<file path="config.mk">
export PLATFORM = sky130hd
export DESIGN_NAME = scdc_top
export DESIGN_NICKNAME = d
export VERILOG_FILES = /design/src/design/scdc_pkg.sv /design/src/design/scdc_top.sv
export SDC_FILE = /design/constraint.sdc
export NUM_CORES = 1
export LEC_CHECK = 0
export BUFFER_PORTS_ARGS = -buffer_cell sky130_fd_sc_hd__buf_2
export CAP_MARGIN = 20
export CORE_MARGIN = 3
export CORE_UTILIZATION = 25
export CTS_CLUSTER_DIAMETER = 100
export DETAILED_ROUTE_END_ITERATION = 8
export GPL_ROUTABILITY_DRIVEN = 1
export MAX_ROUTING_LAYER = met4
export REMOVE_ABC_BUFFERS = 1
export SETUP_SLACK_MARGIN = 0.3
export SYNTH_ARGS = -nofsm -noshare
export SYNTH_HDL_FRONTEND = slang
export SYNTH_SLANG_ARGS = --single-unit
</file>
<file path="constraint.sdc">
create_clock -name clk -period 3.8 [get_ports clk]
set_input_delay 0.38 -clock clk [delete_from_list [all_inputs] [get_ports clk]]
set_output_delay 0.38 -clock clk [all_outputs]
set_load 0.02 [all_outputs]
</file>
<file path="src/design/scdc_pkg.sv">
// Constants, types and the register map of the system clock and doze controller.
// Assumes one 10 MHz clock and source ticks made by logic on that clock.
// Function
// - Fast RC divided by 1:2 to 1:256.
// - Power-on source from configuration, default fast RC.
// - Instruction and peripheral clock equal source over two.
// - Slow RC feeds watchdog and fail monitor.
// - Current source field, read-only, bits 14-12.
// - Writable requested source, loaded at power-on.
// - Switch lock blocks switching in mode 01.
// - Pin-select lock discards pin-select writes.
// - Lock status shows PLL lock while a PLL source is selected.
// - Oscillator control writes need unlock sequence.
// - Oscillator control reset only by power-on.
// - Idle halts CPU, peripherals keep clock.
// - Idle entry clears the watchdog counter.
// - Slow RC stays on when watchdog/monitor enabled.
// - Interrupt, reset or watchdog time-out ends idle.
// - CPU resumes 2 to 4 cycles after wake.
// - Interrupt during entry wakes after entry completes.
// - Doze slows only the CPU clock.
// - Doze ratio field, 1:1 to 1:128, default 1:1.
// - Return-on-interrupt ends doze on interrupt.
// - Fast RC and primary may pass the PLL.
package scdc_pkg;
  // Register indices on the plain port.
  localparam logic [1:0]  ADDR_OSC_CTRL = 2'h0;
  localparam logic [1:0]  ADDR_CLK_DIV  = 2'h1;
  localparam logic [1:0]  ADDR_UNLOCK   = 2'h2;
  localparam logic [1:0]  ADDR_PIN_SEL  = 2'h3;
  // Unlock keys, written in this order back to back.
  localparam logic [15:0] UNLOCK_KEY1   = 16'h0055;
  localparam logic [15:0] UNLOCK_KEY2   = 16'h00AA;
  // Oscillator control field positions.
  localparam int CUR_LSB = 12;
  localparam int NXT_LSB = 8;
  localparam int SW_LOCK_BIT = 7;
  localparam int PIN_LOCK_BIT = 6;
  localparam int PLL_LOCK_BIT = 5;
  localparam int FAIL_BIT = 3;
  localparam int SEC_EN_BIT = 1;
  localparam int SW_REQ_BIT = 0;
  // Clock divider field positions.
  localparam int ROI_BIT = 15;
  localparam int DOZE_LSB = 12;
  localparam int DOZE_EN_BIT = 11;
  localparam int FAST_RC_DIVIDER_LSB = 8;
  // Reset values of the clock divider fields.
  localparam logic [2:0]  DOZE_RST = 3'h0;
  localparam logic [2:0]  FAST_RC_DIVIDER_RST = 3'h0;
  // Source encodings shared by current and requested source.
  localparam logic [2:0]  SRC_FRC       = 3'h0;
  localparam logic [2:0]  SRC_FRCN_PLL  = 3'h1;
  localparam logic [2:0]  SRC_PRI       = 3'h2;
  localparam logic [2:0]  SRC_PRI_PLL   = 3'h3;
  localparam logic [2:0]  SRC_SEC       = 3'h4;
  localparam logic [2:0]  SRC_SLOW      = 3'h5;
  localparam logic [2:0]  SRC_FRC16     = 3'h6;
  localparam logic [2:0]  SRC_FRCN      = 3'h7;
  // Configuration codes.
  localparam logic [1:0]  PRI_MODE_OFF  = 2'h3;
  localparam logic [2:0]  SRC_CFG_BLANK = 3'h7;
  localparam logic [1:0]  MON_SW_ONLY   = 2'h1;
  localparam logic [1:0]  MON_ALL_ON    = 2'h0;
  // Wake delay, within the 2 to 4 cycle window.
  localparam int WAKE_NS = 300;
  localparam int CLK_NS = 100;
  localparam logic [1:0]  WAKE_CYC = 2'((WAKE_NS + CLK_NS - 1) / CLK_NS - 1);
  // Power-save states.
  typedef enum logic [1:0] {PS_RUN, PS_IDLE, PS_WAKE} scdc_ps_e;
  // Source ticks from the oscillator logic.
  typedef struct packed {
    logic fast_internal_rc;
    logic primary;
    logic secondary;
    logic slow_rc;
    logic pll;
  } scdc_ticks_s;
endpackage

</file>
<file path="src/design/scdc_top.sv">
// System clock selection, fast RC divider, idle and doze control.
// Assumes source ticks are one-cycle enables from logic on clk, and that
// por is raised together with rst at power-on.
`timescale 1ns/1ps
`default_nettype none
module scdc_top
  import scdc_pkg::*;
(
  // Clock and resets.
  input  wire logic        clk,
  input  wire logic        rst,
  input  wire logic        por,
  // Register port.
  input  wire logic [1:0]  addr,
  input  wire logic [15:0] wdata,
  input  wire logic        wr,
  input  wire logic        rd,
  output logic [15:0]      rdata,
  // Configuration words.
  input  wire logic [2:0]  reset_source_config,
  input  wire logic [1:0]  primary_mode_config,
  input  wire logic [1:0]  switch_monitor_config,
  input  wire logic        watchdog_enable,
  // Oscillator ticks and PLL status.
  input  wire scdc_ticks_s ticks,
  input  wire logic        pll_locked,
  input  wire logic        clock_fail_event,
  // Power-save and wake sources.
  input  wire logic        idle_request,
  input  wire logic        irq_pending,
  input  wire logic        reset_event,
  input  wire logic        watchdog_timeout,
  // Clock enables and controls out.
  output logic             instruction_clock,
  output logic             periph_clock,
  output logic             cpu_clock,
  output logic             pll_enable,
  output logic             pll_from_primary,
  output logic             divided_fast_rc,
  output logic             watchdog_ref_tick,
  output logic             slow_rc_run,
  output logic             watchdog_clear,
  output logic             cpu_resume,
  output logic             idle_active,
  output logic             pin_select_lock,
  output logic [15:0]      pin_select_value
);

  // All state of the controller in one record.
  typedef struct packed {
    logic [2:0]  cur;        // Active source.
    logic [2:0]  nxt;        // Requested source.
    logic        sw_lock;    // Switch lock.
    logic        pin_lock;   // Pin-select lock.
    logic        fail;       // Clock fail flag.
    logic        sec_en;     // Secondary oscillator enable.
    logic        sw_req;     // Switch request.
    logic [1:0]  mon_cfg;    // Switch and monitor config, caught at power-on.
    logic        interrupt_restores_speed;        // Interrupt restores speed.
    logic [2:0]  doze;       // Doze ratio code.
    logic        doze_en;    // Core slowdown enable.
    logic [2:0]  fast_rc_divider;     // Fast RC divider code.
    logic [15:0] pin_sel;    // Pin-select register.
    logic [1:0]  key;        // Unlock progress: 0 none, 1 first key, 2 armed.
    logic [7:0]  frc_cnt;    // Fast RC divide-by-n counter.
    logic [3:0]  div16_cnt;  // Fast RC divide-by-16 counter.
    logic        phase;      // Divide-by-two phase.
    logic [6:0]  doze_cnt;   // Doze prescaler.
    scdc_ps_e    ps;         // Power-save state.
    logic [1:0]  wake_cnt;   // Wake delay counter.
    logic        icy;        // Instruction clock enable.
    logic        cpu;        // CPU clock enable.
    logic        wd_clr;     // Watchdog clear pulse.
    logic        resume;     // Resume pulse.
    logic        wd_tick;    // Watchdog reference tick.
    logic [15:0] rdata;      // Read data.
  } scdc_state_s;

  scdc_state_s st_r;
  scdc_state_s st_nxt;

  // Last count of a divide by 2^(code+1).
  function automatic logic [7:0] frc_last(input logic [2:0] code);
    logic [8:0] v;
    v = 9'(9'h002 << code) - 9'h001;
    return v[7:0];
  endfunction

  // Last count of a divide by 2^code.
  function automatic logic [6:0] doze_last(input logic [2:0] code);
    logic [7:0] v;
    v = 8'(8'h01 << code) - 8'h01;
    return v[6:0];
  endfunction

  // True for sources that pass through the PLL.
  function automatic logic is_pll(input logic [2:0] s);
    return (s == SRC_FRCN_PLL) || (s == SRC_PRI_PLL);
  endfunction

  // Power-on source from the configuration words.
  function automatic logic [2:0] cfg_source(input logic [2:0] s, input logic [1:0] pm);
    logic [2:0] r;
    r = s;
    // Blank configuration or a primary choice, each only with the primary off, falls back to fast RC.
    if ((s == SRC_CFG_BLANK) && (pm == PRI_MODE_OFF)) begin
      r = SRC_FRC;
    end else if (((s == SRC_PRI) || (s == SRC_PRI_PLL)) && (pm == PRI_MODE_OFF)) begin
      r = SRC_FRC;
    end
    return r;
  endfunction

  // Combinational helpers.
  logic       frcn_tick;   // Divided fast RC tick.
  logic       frc16_tick;  // Fast RC divided by 16.
  logic       fosc_tick;   // Selected oscillator tick.
  logic       osc_wr_ok;   // Oscillator control write passes the unlock.
  logic       sw_allowed;  // Clock switch permitted.
  logic       wake;        // Any wake cause.
  logic       pll_ok;      // Lock status bit.

  // Divider ticks and the source multiplexer.
  always_comb begin
    frcn_tick  = ticks.fast_internal_rc && (st_r.frc_cnt == frc_last(st_r.fast_rc_divider));
    frc16_tick = ticks.fast_internal_rc && (st_r.div16_cnt == 4'hF);
    unique case (st_r.cur)
      SRC_FRC:      fosc_tick = ticks.fast_internal_rc;
      SRC_FRCN_PLL: fosc_tick = ticks.pll;
      SRC_PRI:      fosc_tick = ticks.primary;
      SRC_PRI_PLL:  fosc_tick = ticks.pll;
      SRC_SEC:      fosc_tick = ticks.secondary;
      SRC_SLOW:     fosc_tick = ticks.slow_rc;
      SRC_FRC16:    fosc_tick = frc16_tick;
      SRC_FRCN:     fosc_tick = frcn_tick;
    endcase
  end

  // Access checks and status terms.
  always_comb begin
    osc_wr_ok  = wr && (addr == ADDR_OSC_CTRL) && (st_r.key == 2'h2);
    // Switching is off when the upper config bit is set; lock matters only in mode 01.
    sw_allowed = !st_r.mon_cfg[1] && !((st_r.mon_cfg == MON_SW_ONLY) && st_r.sw_lock);
    wake       = irq_pending || reset_event || watchdog_timeout;
    pll_ok     = is_pll(st_r.cur) && pll_locked;
  end

  // Next-state logic for every field.
  always_comb begin
    st_nxt = st_r;
    st_nxt.wd_clr  = 1'b0;
    st_nxt.resume  = 1'b0;
    st_nxt.icy     = 1'b0;
    st_nxt.cpu     = 1'b0;
    st_nxt.wd_tick = 1'b0;

    // Divider counters run from the fast RC tick.
    if (ticks.fast_internal_rc) begin
      st_nxt.frc_cnt   = frcn_tick ? 8'h00 : st_r.frc_cnt + 8'h01;
      st_nxt.div16_cnt = st_r.div16_cnt + 4'h1;
    end

    // The oscillator tick is halved into the instruction clock.
    if (fosc_tick) begin
      st_nxt.phase = !st_r.phase;
      st_nxt.icy   = st_r.phase;
    end

    // Doze gates only the CPU enable; peripherals keep every instruction tick.
    if (fosc_tick && st_r.phase) begin
      if (!st_r.doze_en || (st_r.doze_cnt == doze_last(st_r.doze))) begin
        st_nxt.doze_cnt = 7'h00;
        st_nxt.cpu      = (st_r.ps == PS_RUN);
      end else begin
        st_nxt.doze_cnt = st_r.doze_cnt + 7'h01;
      end
    end

    // The slow RC tick reaches the watchdog while the oscillator runs.
    st_nxt.wd_tick = ticks.slow_rc && slow_rc_run;

    // Unlock sequence: two keys back to back arm one following write.
    if (wr) begin
      if ((addr == ADDR_UNLOCK) && (wdata == UNLOCK_KEY1)) begin
        st_nxt.key = 2'h1;
      end else if ((addr == ADDR_UNLOCK) && (wdata == UNLOCK_KEY2) && (st_r.key == 2'h1)) begin
        st_nxt.key = 2'h2;
      end else begin
        // Any other write uses up or breaks the sequence.
        st_nxt.key = 2'h0;
      end
    end

    // Oscillator control write, discarded unless armed.
    if (osc_wr_ok) begin
      st_nxt.nxt      = wdata[NXT_LSB +: 3];
      st_nxt.sw_lock  = wdata[SW_LOCK_BIT];
      st_nxt.pin_lock = wdata[PIN_LOCK_BIT];
      st_nxt.sec_en   = wdata[SEC_EN_BIT];
      st_nxt.sw_req   = wdata[SW_REQ_BIT];
      // The fail flag is clear-only from software.
      st_nxt.fail     = st_r.fail && wdata[FAIL_BIT];
    end
    // A fail event wins over a clear in the same cycle.
    if (clock_fail_event) begin
      st_nxt.fail = 1'b1;
    end

    // A pending switch completes when permitted and clears the request.
    if (st_r.sw_req && sw_allowed) begin
      st_nxt.cur    = st_r.nxt;
      // A request written in the completing cycle stays pending, so the set wins.
      st_nxt.sw_req = osc_wr_ok && wdata[SW_REQ_BIT];
    end else if (st_r.sw_req && !st_r.mon_cfg[1] && !osc_wr_ok) begin
      // A blocked request stays pending until unlocked.
      st_nxt.sw_req = 1'b1;
    end else if (st_r.mon_cfg[1] && !osc_wr_ok) begin
      // With switching disabled a request is dropped.
      st_nxt.sw_req = 1'b0;
    end

    // Clock divider write.
    if (wr && (addr == ADDR_CLK_DIV)) begin
      st_nxt.interrupt_restores_speed     = wdata[ROI_BIT];
      st_nxt.doze    = wdata[DOZE_LSB +: 3];
      st_nxt.doze_en = wdata[DOZE_EN_BIT];
      st_nxt.fast_rc_divider  = wdata[FAST_RC_DIVIDER_LSB +: 3];
    end else if (st_r.interrupt_restores_speed && irq_pending) begin
      // Software setting doze in the same cycle keeps it set.
      st_nxt.doze_en = 1'b0;
    end

    // Pin-select writes are discarded while locked.
    if (wr && (addr == ADDR_PIN_SEL) && !st_r.pin_lock) begin
      st_nxt.pin_sel = wdata;
    end

    // Power-save sequencing.
    unique case (st_r.ps)
      PS_RUN: begin
        if (idle_request) begin
          st_nxt.ps     = PS_IDLE;
          st_nxt.wd_clr = 1'b1;
        end
      end
      PS_IDLE: begin
        // Wake is checked only once idle is entered, so a coincident interrupt stays pending.
        if (wake) begin
          st_nxt.ps       = PS_WAKE;
          st_nxt.wake_cnt = WAKE_CYC;
        end
      end
      PS_WAKE: begin
        if (st_r.wake_cnt == 2'h0) begin
          st_nxt.ps     = PS_RUN;
          st_nxt.resume = 1'b1;
        end else begin
          st_nxt.wake_cnt = st_r.wake_cnt - 2'h1;
        end
      end
    endcase

    // Read data, one cycle after the strobe; unmapped bits read zero.
    st_nxt.rdata = 16'h0000;
    if (rd) begin
      unique case (addr)
        ADDR_OSC_CTRL: begin
          st_nxt.rdata[CUR_LSB +: 3]  = st_r.cur;
          st_nxt.rdata[NXT_LSB +: 3]  = st_r.nxt;
          st_nxt.rdata[SW_LOCK_BIT]   = st_r.sw_lock;
          st_nxt.rdata[PIN_LOCK_BIT]  = st_r.pin_lock;
          st_nxt.rdata[PLL_LOCK_BIT]  = pll_ok;
          st_nxt.rdata[FAIL_BIT]      = st_r.fail;
          st_nxt.rdata[SEC_EN_BIT]    = st_r.sec_en;
          st_nxt.rdata[SW_REQ_BIT]    = st_r.sw_req;
        end
        ADDR_CLK_DIV: begin
          st_nxt.rdata[ROI_BIT]        = st_r.interrupt_restores_speed;
          st_nxt.rdata[DOZE_LSB +: 3]  = st_r.doze;
          st_nxt.rdata[DOZE_EN_BIT]    = st_r.doze_en;
          st_nxt.rdata[FAST_RC_DIVIDER_LSB +: 3] = st_r.fast_rc_divider;
        end
        ADDR_PIN_SEL: st_nxt.rdata = st_r.pin_sel;
        // The unlock register is write-only.
        ADDR_UNLOCK:  st_nxt.rdata = 16'h0000;
      endcase
    end
  end

  // State register; oscillator control survives every reset but power-on.
  always_ff @(posedge clk) begin
    st_r <= st_nxt;
    if (rst || por) begin
      st_r.interrupt_restores_speed       <= 1'b0;
      st_r.doze      <= DOZE_RST;
      st_r.doze_en   <= 1'b0;
      st_r.fast_rc_divider    <= FAST_RC_DIVIDER_RST;
      st_r.pin_sel   <= 16'h0000;
      st_r.key       <= 2'h0;
      st_r.frc_cnt   <= 8'h00;
      st_r.div16_cnt <= 4'h0;
      st_r.phase     <= 1'b0;
      st_r.doze_cnt  <= 7'h00;
      st_r.ps        <= PS_RUN;
      st_r.wake_cnt  <= 2'h0;
      st_r.icy       <= 1'b0;
      st_r.cpu       <= 1'b0;
      st_r.wd_clr    <= 1'b0;
      st_r.resume    <= 1'b0;
      st_r.wd_tick   <= 1'b0;
      st_r.rdata     <= 16'h0000;
    end
    // Configuration is caught by this clocked load, not by a reset value.
    if (por) begin
      st_r.cur      <= cfg_source(reset_source_config, primary_mode_config);
      st_r.nxt      <= cfg_source(reset_source_config, primary_mode_config);
      st_r.mon_cfg  <= switch_monitor_config;
      st_r.sw_lock  <= 1'b0;
      st_r.pin_lock <= 1'b0;
      st_r.fail     <= 1'b0;
      st_r.sec_en   <= 1'b0;
      st_r.sw_req   <= 1'b0;
    end
  end

  // Outputs.
  assign rdata             = st_r.rdata;
  assign instruction_clock = st_r.icy;
  assign periph_clock      = st_r.icy;
  assign cpu_clock         = st_r.cpu;
  assign pll_enable        = is_pll(st_r.cur);
  assign pll_from_primary  = (st_r.cur == SRC_PRI_PLL);
  assign divided_fast_rc   = frcn_tick;
  assign watchdog_ref_tick = st_r.wd_tick;
  // Slow RC keeps running when the watchdog or the fail monitor needs it.
  assign slow_rc_run       = watchdog_enable || (st_r.mon_cfg == MON_ALL_ON);
  assign watchdog_clear    = st_r.wd_clr;
  assign cpu_resume        = st_r.resume;
  assign idle_active       = (st_r.ps != PS_RUN);
  assign pin_select_lock   = st_r.pin_lock;
  assign pin_select_value  = st_r.pin_sel;

endmodule
`default_nettype wire

</file>
==> results.cfg, run 1 <==
[sta]
setup_viol = 0
tightest_pin_transition_ns = 0.739
unrepaired_setup_endpoints_after_global_routing = false
clock.fmax_mhz = 347
maxSlewViolCount = 0
fin_crit_ns = 2.88
fin_worst_skew_ns = 0.00982
fin_tns_setup_ns = 0
hold_violations = 0
max_slew_margin_pct = 50.6
layout_worst_path_cycle_share_pct = 75.8

[yosys]
yosysTopAreaCell = sky130_fd_sc_hd__dfxtp_1
ys_ff_latch = 84
async_flop_share_pct = 0
synth_sequential_area_ratio_pct = 42.1
synthCells = 504
synthDistinctLibCells = 55
synth_ff_type = sky130_fd_sc_hd__dfxtp_1
mappedNetlistArea_sq_um = 4180
ys_warn_count = 0
yosys.area.top_type_share_pct = 36.4
avgSynthCellArea_sq_um = 8.30
synth.top_cells.by_area = sky130_fd_sc_hd__dfxtp_1, sky130_fd_sc_hd__nand2_1, sky130_fd_sc_hd__buf_4
synth_edf_count = 8

[clock_network]
clockBufferDepth = 2
numCtsBuffers = 9
cts-resized-gates = 0
cts_tree = done
tritoncts_num_sinks = 84
cts_hold_repair.buffers = 0
clk_pin_slew_worst_paths_ns = 0.06
root_buffer = sky130_fd_sc_hd__clkbuf_16
h_tree_lvl_count = 3
worstSkewPairLatency_ns = 0.35
post-cts-setup-buffer-count = 0

[cells_and_area]
layout_commonest_cell = sky130_fd_sc_hd__buf_2
multi_input_area_sq_um = 1990
design_area_sq_um = 4810
num-fill-cells = 1736
layout.cells.non_filler = 764
layout-area-overhead-vs-synth_pct = 15.1
finish.utilization_pct = 29.9
area.sequential_sq_um = 1760
final_layout_size_suffix_gt1_share_pct = 20.5
design.final.nets = 598
highest_count_cells_in_the_layout_ignoring_fill_and_taps = sky130_fd_sc_hd__buf_2, sky130_fd_sc_hd__nand2_1, sky130_fd_sc_hd__dfxtp_1

[grt]
first_global_vias = 3443
antenna_found_initial = 1
grt_max_degree = 31
grt_pass1_wl_microns = 17800
grt_util_all_layers_pct = 12.6
final_global_route_overflow_total = 0

[critical_path]
reg2reg_setup_slack_ns = 0.92
critical_path.reg2reg.startpoint = st_r[68]
critPathMaxStageDelay_ns = 0.60
timing_worst_setup_path_type = register to register
timing.critical_path.required_ns = 4.07
crit_buf_inv = 0
crit_path_top_delay_cell = sky130_fd_sc_hd__o221ai_1
r2r_end = st_r[31]
cp-start-kind = register
crit_arrival_ns = 3.15
critical_path.endpoint_type = register
reg2reg_depth = 8
critPathMaxFanout = 15
worstPathCellList = or3_1, ha_1, nor3b_2, a22oi_1, xor2_1, o221ai_1, nand3_1, o22ai_1
critical-path-top-delay-family = compound AO/OA/AOI/OAI gates

[worst_hold_path]
min_path_type = primary input to register
timing.hold.worst.start = switch_monitor_config[1]
min_to = st_nxt[72]
timing.hold.worst_path_depth = 1

[placed_design]
place.detailed.hpwl_microns = 7920
placement.io_buffers = 85
dpl_cell_area_sq_um = 4530
gp_congestion = 0.825
place_inst = 747

[routing]
drt-wirelength-per-cell_microns = 14.3
routed_via_density = 4.61
drt_pass_1_iters = 4
routed_wl_microns = 10900
route.vias.total = 3520
drt.antenna.violating_nets = 0
dr.first_iter.drc_count = 192
drc_errors = 0

[floorplanning]
initial_utilization_pct = 25.9
core-area_sq_um = 16100
die_area_sq_um = 18300
io_pins = 86
placement_rows = 46
dieHeight_microns = 135
die_w_microns = 135

[power_and_ir_drop]
worst_ir_drop_vdd_uv = 165
leakagePower_nw = 1.90
post-layout-total-power_mw = 1.91
pwr_density_cell_nw_per_um2 = 397

[job]
cap_viol_max_count = 0

[outcome]
outcome = completed
## through the flow
stage / setup WS [ns] / hold WS [ns]
6_report: 0.920 / 0.207
3_3_place_gp: 1.03 / 0.452
5_1_grt: 0.676 / 0.209
4_1_cts: 0.971 / 0.202
2_1_floorplan: 1.29 / 0.431
3_5_place_dp: 0.989 / 0.453
## per-layer routing
layer	vias up	global-route usage (%)	wire, microns
li1	1799	-	-
met1	1618	16.5	5190
met2	83	19.1	4900
met3	20	2.38	546
met4	0	5.43	297
met5	-	-	0
## report_power, final
group          internal, mW  switching (mW)
registers             0.912          0.0159
logic                0.0562          0.0998
clock network         0.447           0.379
## synthesized netlist by cell type (9+ instances only)
| master | count |
|---|---|
| sky130_fd_sc_hd__o21ai_0 | 10 |
| sky130_fd_sc_hd__nand2_1 | 76 |
| sky130_fd_sc_hd__buf_4 | 33 |
| sky130_fd_sc_hd__a21oi_1 | 48 |
| sky130_fd_sc_hd__dfxtp_1 | 76 |
| sky130_fd_sc_hd__inv_1 | 19 |
| sky130_fd_sc_hd__nand3_1 | 23 |
| sky130_fd_sc_hd__nor2_1 | 42 |
| sky130_fd_sc_hd__a22oi_1 | 11 |
| sky130_fd_sc_hd__xor2_1 | 10 |
| sky130_fd_sc_hd__clkbuf_1 | 23 |
| sky130_fd_sc_hd__nand4_1 | 9 |
| sky130_fd_sc_hd__ha_1 | 14 |
## cells by family after synthesis
group | count (synthesis) | share of synthesized area (%)
muxes | 4 | 0.958
adders and majority gates | 14 | 4.19
DFF | 84 | 42.1
AOI/OAI and AO/OA | 101 | 14.9
and+or+nand+nor | 208 | 24.6
buffers and inverters | 79 | 10.3
xor gates and xnor gates | 14 | 2.93
## sequential cells by signal (all words and copies together), names as in the netlist
signal,count
cpu_resume,1
watchdog_ref_tick,1
instruction_clock,1
st_nxt,2
pin_select_value,16
cpu_clock,1
st_r,44
watchdog_clear,1
pin_select_lock,1
rdata,16
## worst register-to-register path, stage by stage (launching register included)
cell and delay, ns:
sky130_fd_sc_hd__dfxtp_1 0.45, sky130_fd_sc_hd__or3_1 0.37, sky130_fd_sc_hd__ha_1 0.28, sky130_fd_sc_hd__nor3b_2 0.24
sky130_fd_sc_hd__a22oi_1 0.13, sky130_fd_sc_hd__xor2_1 0.17, sky130_fd_sc_hd__o221ai_1 0.60, sky130_fd_sc_hd__nand3_1 0.32
sky130_fd_sc_hd__o22ai_1 0.23
## how the worst max path moves through the flow
stage / startpoint / to / slack, ns / cells past startpoint
floorplan: st_r[69] / st_r[25] / 1.29 / 8
global placement: st_r[69] / st_r[25] / 1.03 / 8
detailed placement: st_r[68] / st_r[25] / 0.99 / 8
CTS: st_r[68] / st_r[31] / 0.97 / 8
global route: st_r[68] / st_r[31] / 0.68 / 8
finish: st_r[68] / st_r[31] / 0.92 / 8
## cell type report
class | instances | area share [%]
well taps | 216 | 5.62
flip-flops and latches | 84 | 36.6
diodes | 1 | 0.0520
clock inverters | 7 | 1.04
inverters | 19 | 1.48
repair buffers | 87 | 9.15
clock buffers | 9 | 4.68
multi-input cells | 341 | 41.4
Note: power is estimated with default switching activity, not from simulation.
==> run 2, diff against run 1 <==
--- a/config.mk
+++ b/config.mk
@@ -5,6 +5,7 @@
 export SDC_FILE = /design/constraint.sdc
 export NUM_CORES = 1
 export LEC_CHECK = 0
+export ABC_AREA = 1
 export BUFFER_PORTS_ARGS = -buffer_cell sky130_fd_sc_hd__buf_2
 export CAP_MARGIN = 20
 export CORE_MARGIN = 3
==> constraint.sdc (replaced) <==
create_clock -name clk -period 2.7 [get_ports clk]
set_input_delay 0.27 -clock clk [delete_from_list [all_inputs] [get_ports clk]]
set_output_delay 0.27 -clock clk [all_outputs]
set_load 0.02 [all_outputs]
==> results.cfg, run 2 <==
[critical_path]
crit_arrival_ns = 1.83
timing_worst_setup_path_type = register to output port
cp-start-kind = register
critical_path.endpoint_type = output port
path_common_cell = sky130_fd_sc_hd__nand2_1
worstPathCellList = inv_2, nand2_1, nand2_1, nor2_1, nand2_1, nor2_2, nand3_1, inv_1, buf_2
critPathMaxFanout = 9
timing.critical_path.required_ns = 2.43
crit_buf_inv = 3
critPathMaxStageDelay_ns = 0.52
critical-path-top-delay-family = simple AND/OR/NAND/NOR gates
reg2reg_setup_slack_ns = 0.68
crit_path_top_delay_cell = sky130_fd_sc_hd__dfxtp_1

[clock_network]
numCtsBuffers = 9
root_buffer = sky130_fd_sc_hd__clkbuf_16
tritoncts_num_sinks = 84
cts_tree = done
cts-resized-gates = 0
clockBufferDepth = 2
h_tree_lvl_count = 3
clk_pin_slew_worst_paths_ns = 0.06
post-cts-setup-buffer-count = 0
worstSkewPairLatency_ns = 0.35
cts_hold_repair.buffers = 0

[cells_and_area]
layout_commonest_cell = sky130_fd_sc_hd__nand2_1
num-fill-cells = 1791
final_layout_size_suffix_gt1_share_pct = 19.9
design.final.nets = 683
highest_count_cells_in_the_layout_ignoring_fill_and_taps = sky130_fd_sc_hd__nand2_1, sky130_fd_sc_hd__buf_2, sky130_fd_sc_hd__dfxtp_1
registers.top_by_ff_count = st_r
largest_register_ffs = 44
layout-area-overhead-vs-synth_pct = 16.4
antenna_cells_inserted = 0

[sta]
tightest_pin_transition_ns = 0.527
maxSlewViolCount = 0
fin_worst_skew_ns = 0.00668
hold_slack_ns = 0.0960
layout_worst_path_cycle_share_pct = 77.8
clock.fmax_mhz = 476
unrepaired_setup_endpoints_after_global_routing = false
fin_crit_ns = 2.10
max_slew_margin_pct = 64.8
setup_viol = 0
hold_violations = 0
fin_tns_setup_ns = 0

[yosys]
synthDistinctLibCells = 39
synth_edf_count = 8
synth.top_cells.by_area = sky130_fd_sc_hd__dfxtp_1, sky130_fd_sc_hd__nand2_1, sky130_fd_sc_hd__a21oi_1
synth_ff_type = sky130_fd_sc_hd__dfxtp_1
synth_sequential_area_ratio_pct = 41.2
async_flop_share_pct = 0
yosysTopAreaCell = sky130_fd_sc_hd__dfxtp_1
yosys.area.top_type_share_pct = 35.6
yosys-top-cells-count = sky130_fd_sc_hd__nand2_1, sky130_fd_sc_hd__dfxtp_1, sky130_fd_sc_hd__inv_1
synthCells = 577
avgSynthCellArea_sq_um = 7.41
ys_ff_latch = 84
mappedNetlistArea_sq_um = 4280
synthMostInstantiatedCell = sky130_fd_sc_hd__nand2_1
ys_warn_count = 0

[routing]
routed_via_density = 4.33
drc_errors = 0
route.vias.total = 3686
drt.antenna.violating_nets = 0
drt_pass_1_iters = 4
dr.first_iter.drc_count = 155
drt-wirelength-per-cell_microns = 13.0
routed_wl_microns = 11000

[floorplanning]
die_area_sq_um = 18700
dieHeight_microns = 137
placement_rows = 47
initial_utilization_pct = 25.7
core-area_sq_um = 16600
die_w_microns = 137
io_pins = 86

[grt]
grt_pass1_wl_microns = 17600
final_global_route_overflow_total = 0
grt_max_degree = 30
grt_util_all_layers_pct = 12.6
first_global_vias = 3463
antenna_found_initial = 0

[power_and_ir_drop]
worst_ir_drop_vdd_uv = 245
pwr_density_cell_nw_per_um2 = 565
leakagePower_nw = 2.18

[placed_design]
place.detailed.hpwl_microns = 8500
gp_congestion = 0.829
placement.io_buffers = 85

[worst_hold_path]
min_path_type = primary input to register

[outcome]
outcome = completed

[job]
cap_viol_max_count = 0
==> run 2: final cells by class <==
type                            count  area (sq um)  area share (%)
Multi-Input combinational cell    370          1910            38.4
Sequential cell                    84          1760            35.4
Timing Repair Buffer               91           470            9.44
Tap cell                          220           275            5.53
Inverter                           71           267            5.35
Clock buffer                       10           229            4.60
Clock inverter                      6          63.8            1.28
==> run 2: logic make-up after synthesis <==
family          after synthesis  synth area share (%)
compound gates              109                  13.5
flops                        84                  41.2
xor+xnor                     12                  2.46
buf+inv                     123                  14.1
simple gates                235                  24.7
fa+ha+maj                    14                  4.09
==> run 2: metrics by stage <==
| stage | area (sq um) | worst slack, ns | util (%) | instances | total power, mW |
|---|---|---|---|---|---|
| after CTS | 4980 | 0.573 | 29.9 | 852 | 2.84 |
| after global routing | 4980 | 0.386 | 29.9 | 852 | 2.95 |
| after global placement | 4690 | 0.709 | 28.2 | 836 | 1.60 |
| after floorplan | 3940 | 0.613 | - | 525 | 1.49 |
| after detailed placement | 4690 | 0.684 | 28.2 | 836 | 1.60 |
| final | 4980 | 0.599 | 29.9 | 852 | 2.82 |
==> run 2: where the power goes <==
| group | leakage, nW | switching [mW] | internal, mW | total [mW] |
|---|---|---|---|---|
| combinational | 1.35 | 0.174 | 0.0907 | 0.265 |
| sequential | 0.696 | 0.0215 | 1.29 | 1.31 |
| clock | 0.140 | 0.524 | 0.717 | 1.24 |
==> run 2: worst reg2reg max path: cells and delay by family, from the launching register on <==
| kind | cells | cell delay, ns |
|---|---|---|
| flops | 1 | 0.48 |
| compound gates | 1 | 0.14 |
| buf+inv | 3 | 0.28 |
| fa+ha+maj | 1 | 0.26 |
| simple gates | 9 | 0.76 |
==> run 2: final timing paths <==
kind                                  from         endpoint  cells after the start
hold / removal    switch_monitor_config[0]       st_nxt[71]                      1
setup / recovery                  st_r[65]  divided_fast_rc                      9
hold reg to reg        pin_select_value[2]         rdata[2]                      2
setup reg to reg                  st_r[69]         st_r[25]                     14
==> run 2: per-layer routing <==
metal / up-vias / track usage (%) / part of all wire (%)
met5: - / - / 0
li1: 1944 / - / -
met4: 0 / 3.82 / 1.4
met2: 80 / 19.5 / 44
met3: 11 / 3.38 / 6.0
met1: 1651 / 16.0 / 48
==> run 3, diff against run 2 <==
--- a/config.mk
+++ b/config.mk
@@ -5,7 +5,7 @@
 export SDC_FILE = /design/constraint.sdc
 export NUM_CORES = 1
 export LEC_CHECK = 0
-export ABC_AREA = 1
+export ABC_AREA = 0
 export BUFFER_PORTS_ARGS = -buffer_cell sky130_fd_sc_hd__buf_2
 export CAP_MARGIN = 20
 export CORE_MARGIN = 3
==> constraint.sdc (replaced) <==
create_clock -name clk -period 2.1 [get_ports clk]
set_input_delay 0.21 -clock clk [delete_from_list [all_inputs] [get_ports clk]]
set_output_delay 0.21 -clock clk [all_outputs]
set_load 0.02 [all_outputs]
==> results.cfg, run 3 (synthesis gave the netlist of run 1 again) <==
[job]
cap_viol_max_count = 0

[floorplanning]
dieHeight_microns = 135
core-area_sq_um = 16100
initial_utilization_pct = 25.9
placement_rows = 46
io_pins = 86
die_w_microns = 135
die_area_sq_um = 18300

[critical_path]
reg2reg_setup_slack_ns = -0.04
cp-start-kind = register
critical_path.endpoint_type = output port
crit_end = divided_fast_rc
crit_arrival_ns = 2.03
timing_worst_setup_path_type = register to output port
timing.critical_path.required_ns = 1.89
crit_path_start = st_r[64]
critPathMaxFanout = 6
critical_path.reg2reg.startpoint = st_r[69]
r2r_end = st_r[25]
reg2reg_depth = 8

[placed_design]
placement.io_buffers = 85
gp_congestion = 0.871
dpl_cell_area_sq_um = 4770
place.detailed.hpwl_microns = 8440

[sta]
fin_crit_ns = 2.24
tightest_pin_transition_ns = 0.539
layout_worst_path_cycle_share_pct = 107
max_slew_margin_pct = 63.6
setup_viol = 8
slack_of_the_critical_path_ns = -0.140
hold_slack_ns = 0.0402
fin_worst_skew_ns = 0.00972
unrepaired_setup_endpoints_after_global_routing = true
clock.fmax_mhz = 446
maxSlewViolCount = 0
hold_violations = 0

[routing]
dr.first_iter.drc_count = 175
routed_wl_microns = 11500
route.vias.total = 3734
routed_via_density = 4.66
drt_pass_1_iters = 4
drt.antenna.violating_nets = 0
drc_errors = 0
drt-wirelength-per-cell_microns = 14.3

[clock_network]
cts_tree = done
h_tree_lvl_count = 3
worstSkewPairLatency_ns = 0.35
root_buffer = sky130_fd_sc_hd__clkbuf_16
clk_pin_slew_worst_paths_ns = 0.06
numCtsBuffers = 9
clockBufferDepth = 2
cts_hold_repair.buffers = 0
tritoncts_num_sinks = 84

[worst_hold_path]
min_path_type = primary input to register

[grt]
grt_pass1_wl_microns = 18600
first_global_vias = 3723
antenna_found_initial = 2
final_global_route_overflow_total = 0
grt_max_degree = 22
grt_util_all_layers_pct = 13.2

[power_and_ir_drop]
pwr_density_cell_nw_per_um2 = 667
worst_ir_drop_vdd_uv = 333
leakagePower_nw = 2.11

[cells_and_area]
highest_count_cells_in_the_layout_ignoring_fill_and_taps = sky130_fd_sc_hd__buf_2, sky130_fd_sc_hd__nand2_1, sky130_fd_sc_hd__dfxtp_1
design.final.nets = 635
layout_commonest_cell = sky130_fd_sc_hd__buf_2
largest_register_ffs = 44
registers.top_by_ff_count = st_r
num-fill-cells = 1707
final_layout_size_suffix_gt1_share_pct = 32.0
design_area_sq_um = 5360
layout-area-overhead-vs-synth_pct = 28.3
area.sequential_sq_um = 1770
multi_input_area_sq_um = 2200

[outcome]
outcome = finished, violations left
violations_in_the_final_reports = setup timing
## run 3: changes by cell type in the layout (fill, tap and decap cells not counted), sizes merged, moves of 4 or more
cell    change
a211oi      +6
a21oi       -5
a22oi      +11
buf        +33
inv        -49
mux2i       +4
nand2      -39
nand2b      +6
nand3       -5
nor2       -18
nor2b       +6
nor3        -4
o21ai      -32
or3         +8
## run 3: through the flow
| stage | power, mW | TNS [ns] | setup WS (ns) | std cells | utilization (%) |
|---|---|---|---|---|---|
| after floorplan | 1.86 | -1.99 | -0.411 | 444 | - |
| after global placement | 2.02 | -0.947 | -0.170 | 779 | 29.6 |
| after global routing | 3.73 | -1.37 | -0.195 | 802 | 33.3 |
| after detailed placement | 2.02 | -1.28 | -0.218 | 779 | 29.6 |
| after CTS | 3.61 | -0.486 | -0.0814 | 797 | 32.3 |
| final | 3.58 | -0.327 | -0.140 | 802 | 33.3 |
## run 3: layout make-up
class | instances | area share, %
inverter | 19 | 1.33
sequential | 84 | 33.0
multi-input combinational | 341 | 41.1
clock buffer | 11 | 4.74
antenna | 2 | 0.0933
clock inverter | 5 | 0.723
timing repair buffer | 124 | 14.0
tap | 216 | 5.04
## run 3: how the worst min path moves through the flow
stage / start / endpoint / depth (start not counted)
CTS: switch_monitor_config[1] / st_nxt[72] / 1
global route: switch_monitor_config[1] / st_nxt[72] / 1
floorplan: por / pin_select_lock / 1
global placement: switch_monitor_config[0] / st_nxt[71] / 1
finish: switch_monitor_config[1] / st_nxt[72] / 1
detailed placement: switch_monitor_config[1] / st_nxt[72] / 1
## run 3: what timing repair did
item                                    CTS  global route
resized for setup                        30            35
endpoints found under the setup margin   18            21
pin swaps                                12            24
setup buffers                             2             3
## run 3: metal layers
layer | GRT usage, % | vias to the layer above | wire [microns] | share of wire [%]
met5 | - | - | 0 | 0
li1 | - | 1879 | - | -
met3 | 3.16 | 23 | 648 | 5.6
met4 | 5.32 | 0 | 279 | 2.4
met2 | 20.8 | 99 | 5490 | 48
met1 | 16.2 | 1733 | 5080 | 44
## run 3: critical path, stage by stage, from the launching register on
cell and delay (ns):
sky130_fd_sc_hd__dfxtp_4 0.36, sky130_fd_sc_hd__or4_4 0.55, sky130_fd_sc_hd__nor2_4 0.13, sky130_fd_sc_hd__a21oi_2 0.05, sky130_fd_sc_hd__or3_4 0.42, sky130_fd_sc_hd__inv_2 0.06
sky130_fd_sc_hd__buf_6 0.11
## run 3: power by group
group	switching [mW]	leakage [nW]	internal (mW)	total, mW
registers	0.0261	0.695	1.65	1.67
logic	0.204	1.28	0.138	0.342
clock network	0.675	0.142	0.884	1.56
total	0.905	2.11	2.67	3.58
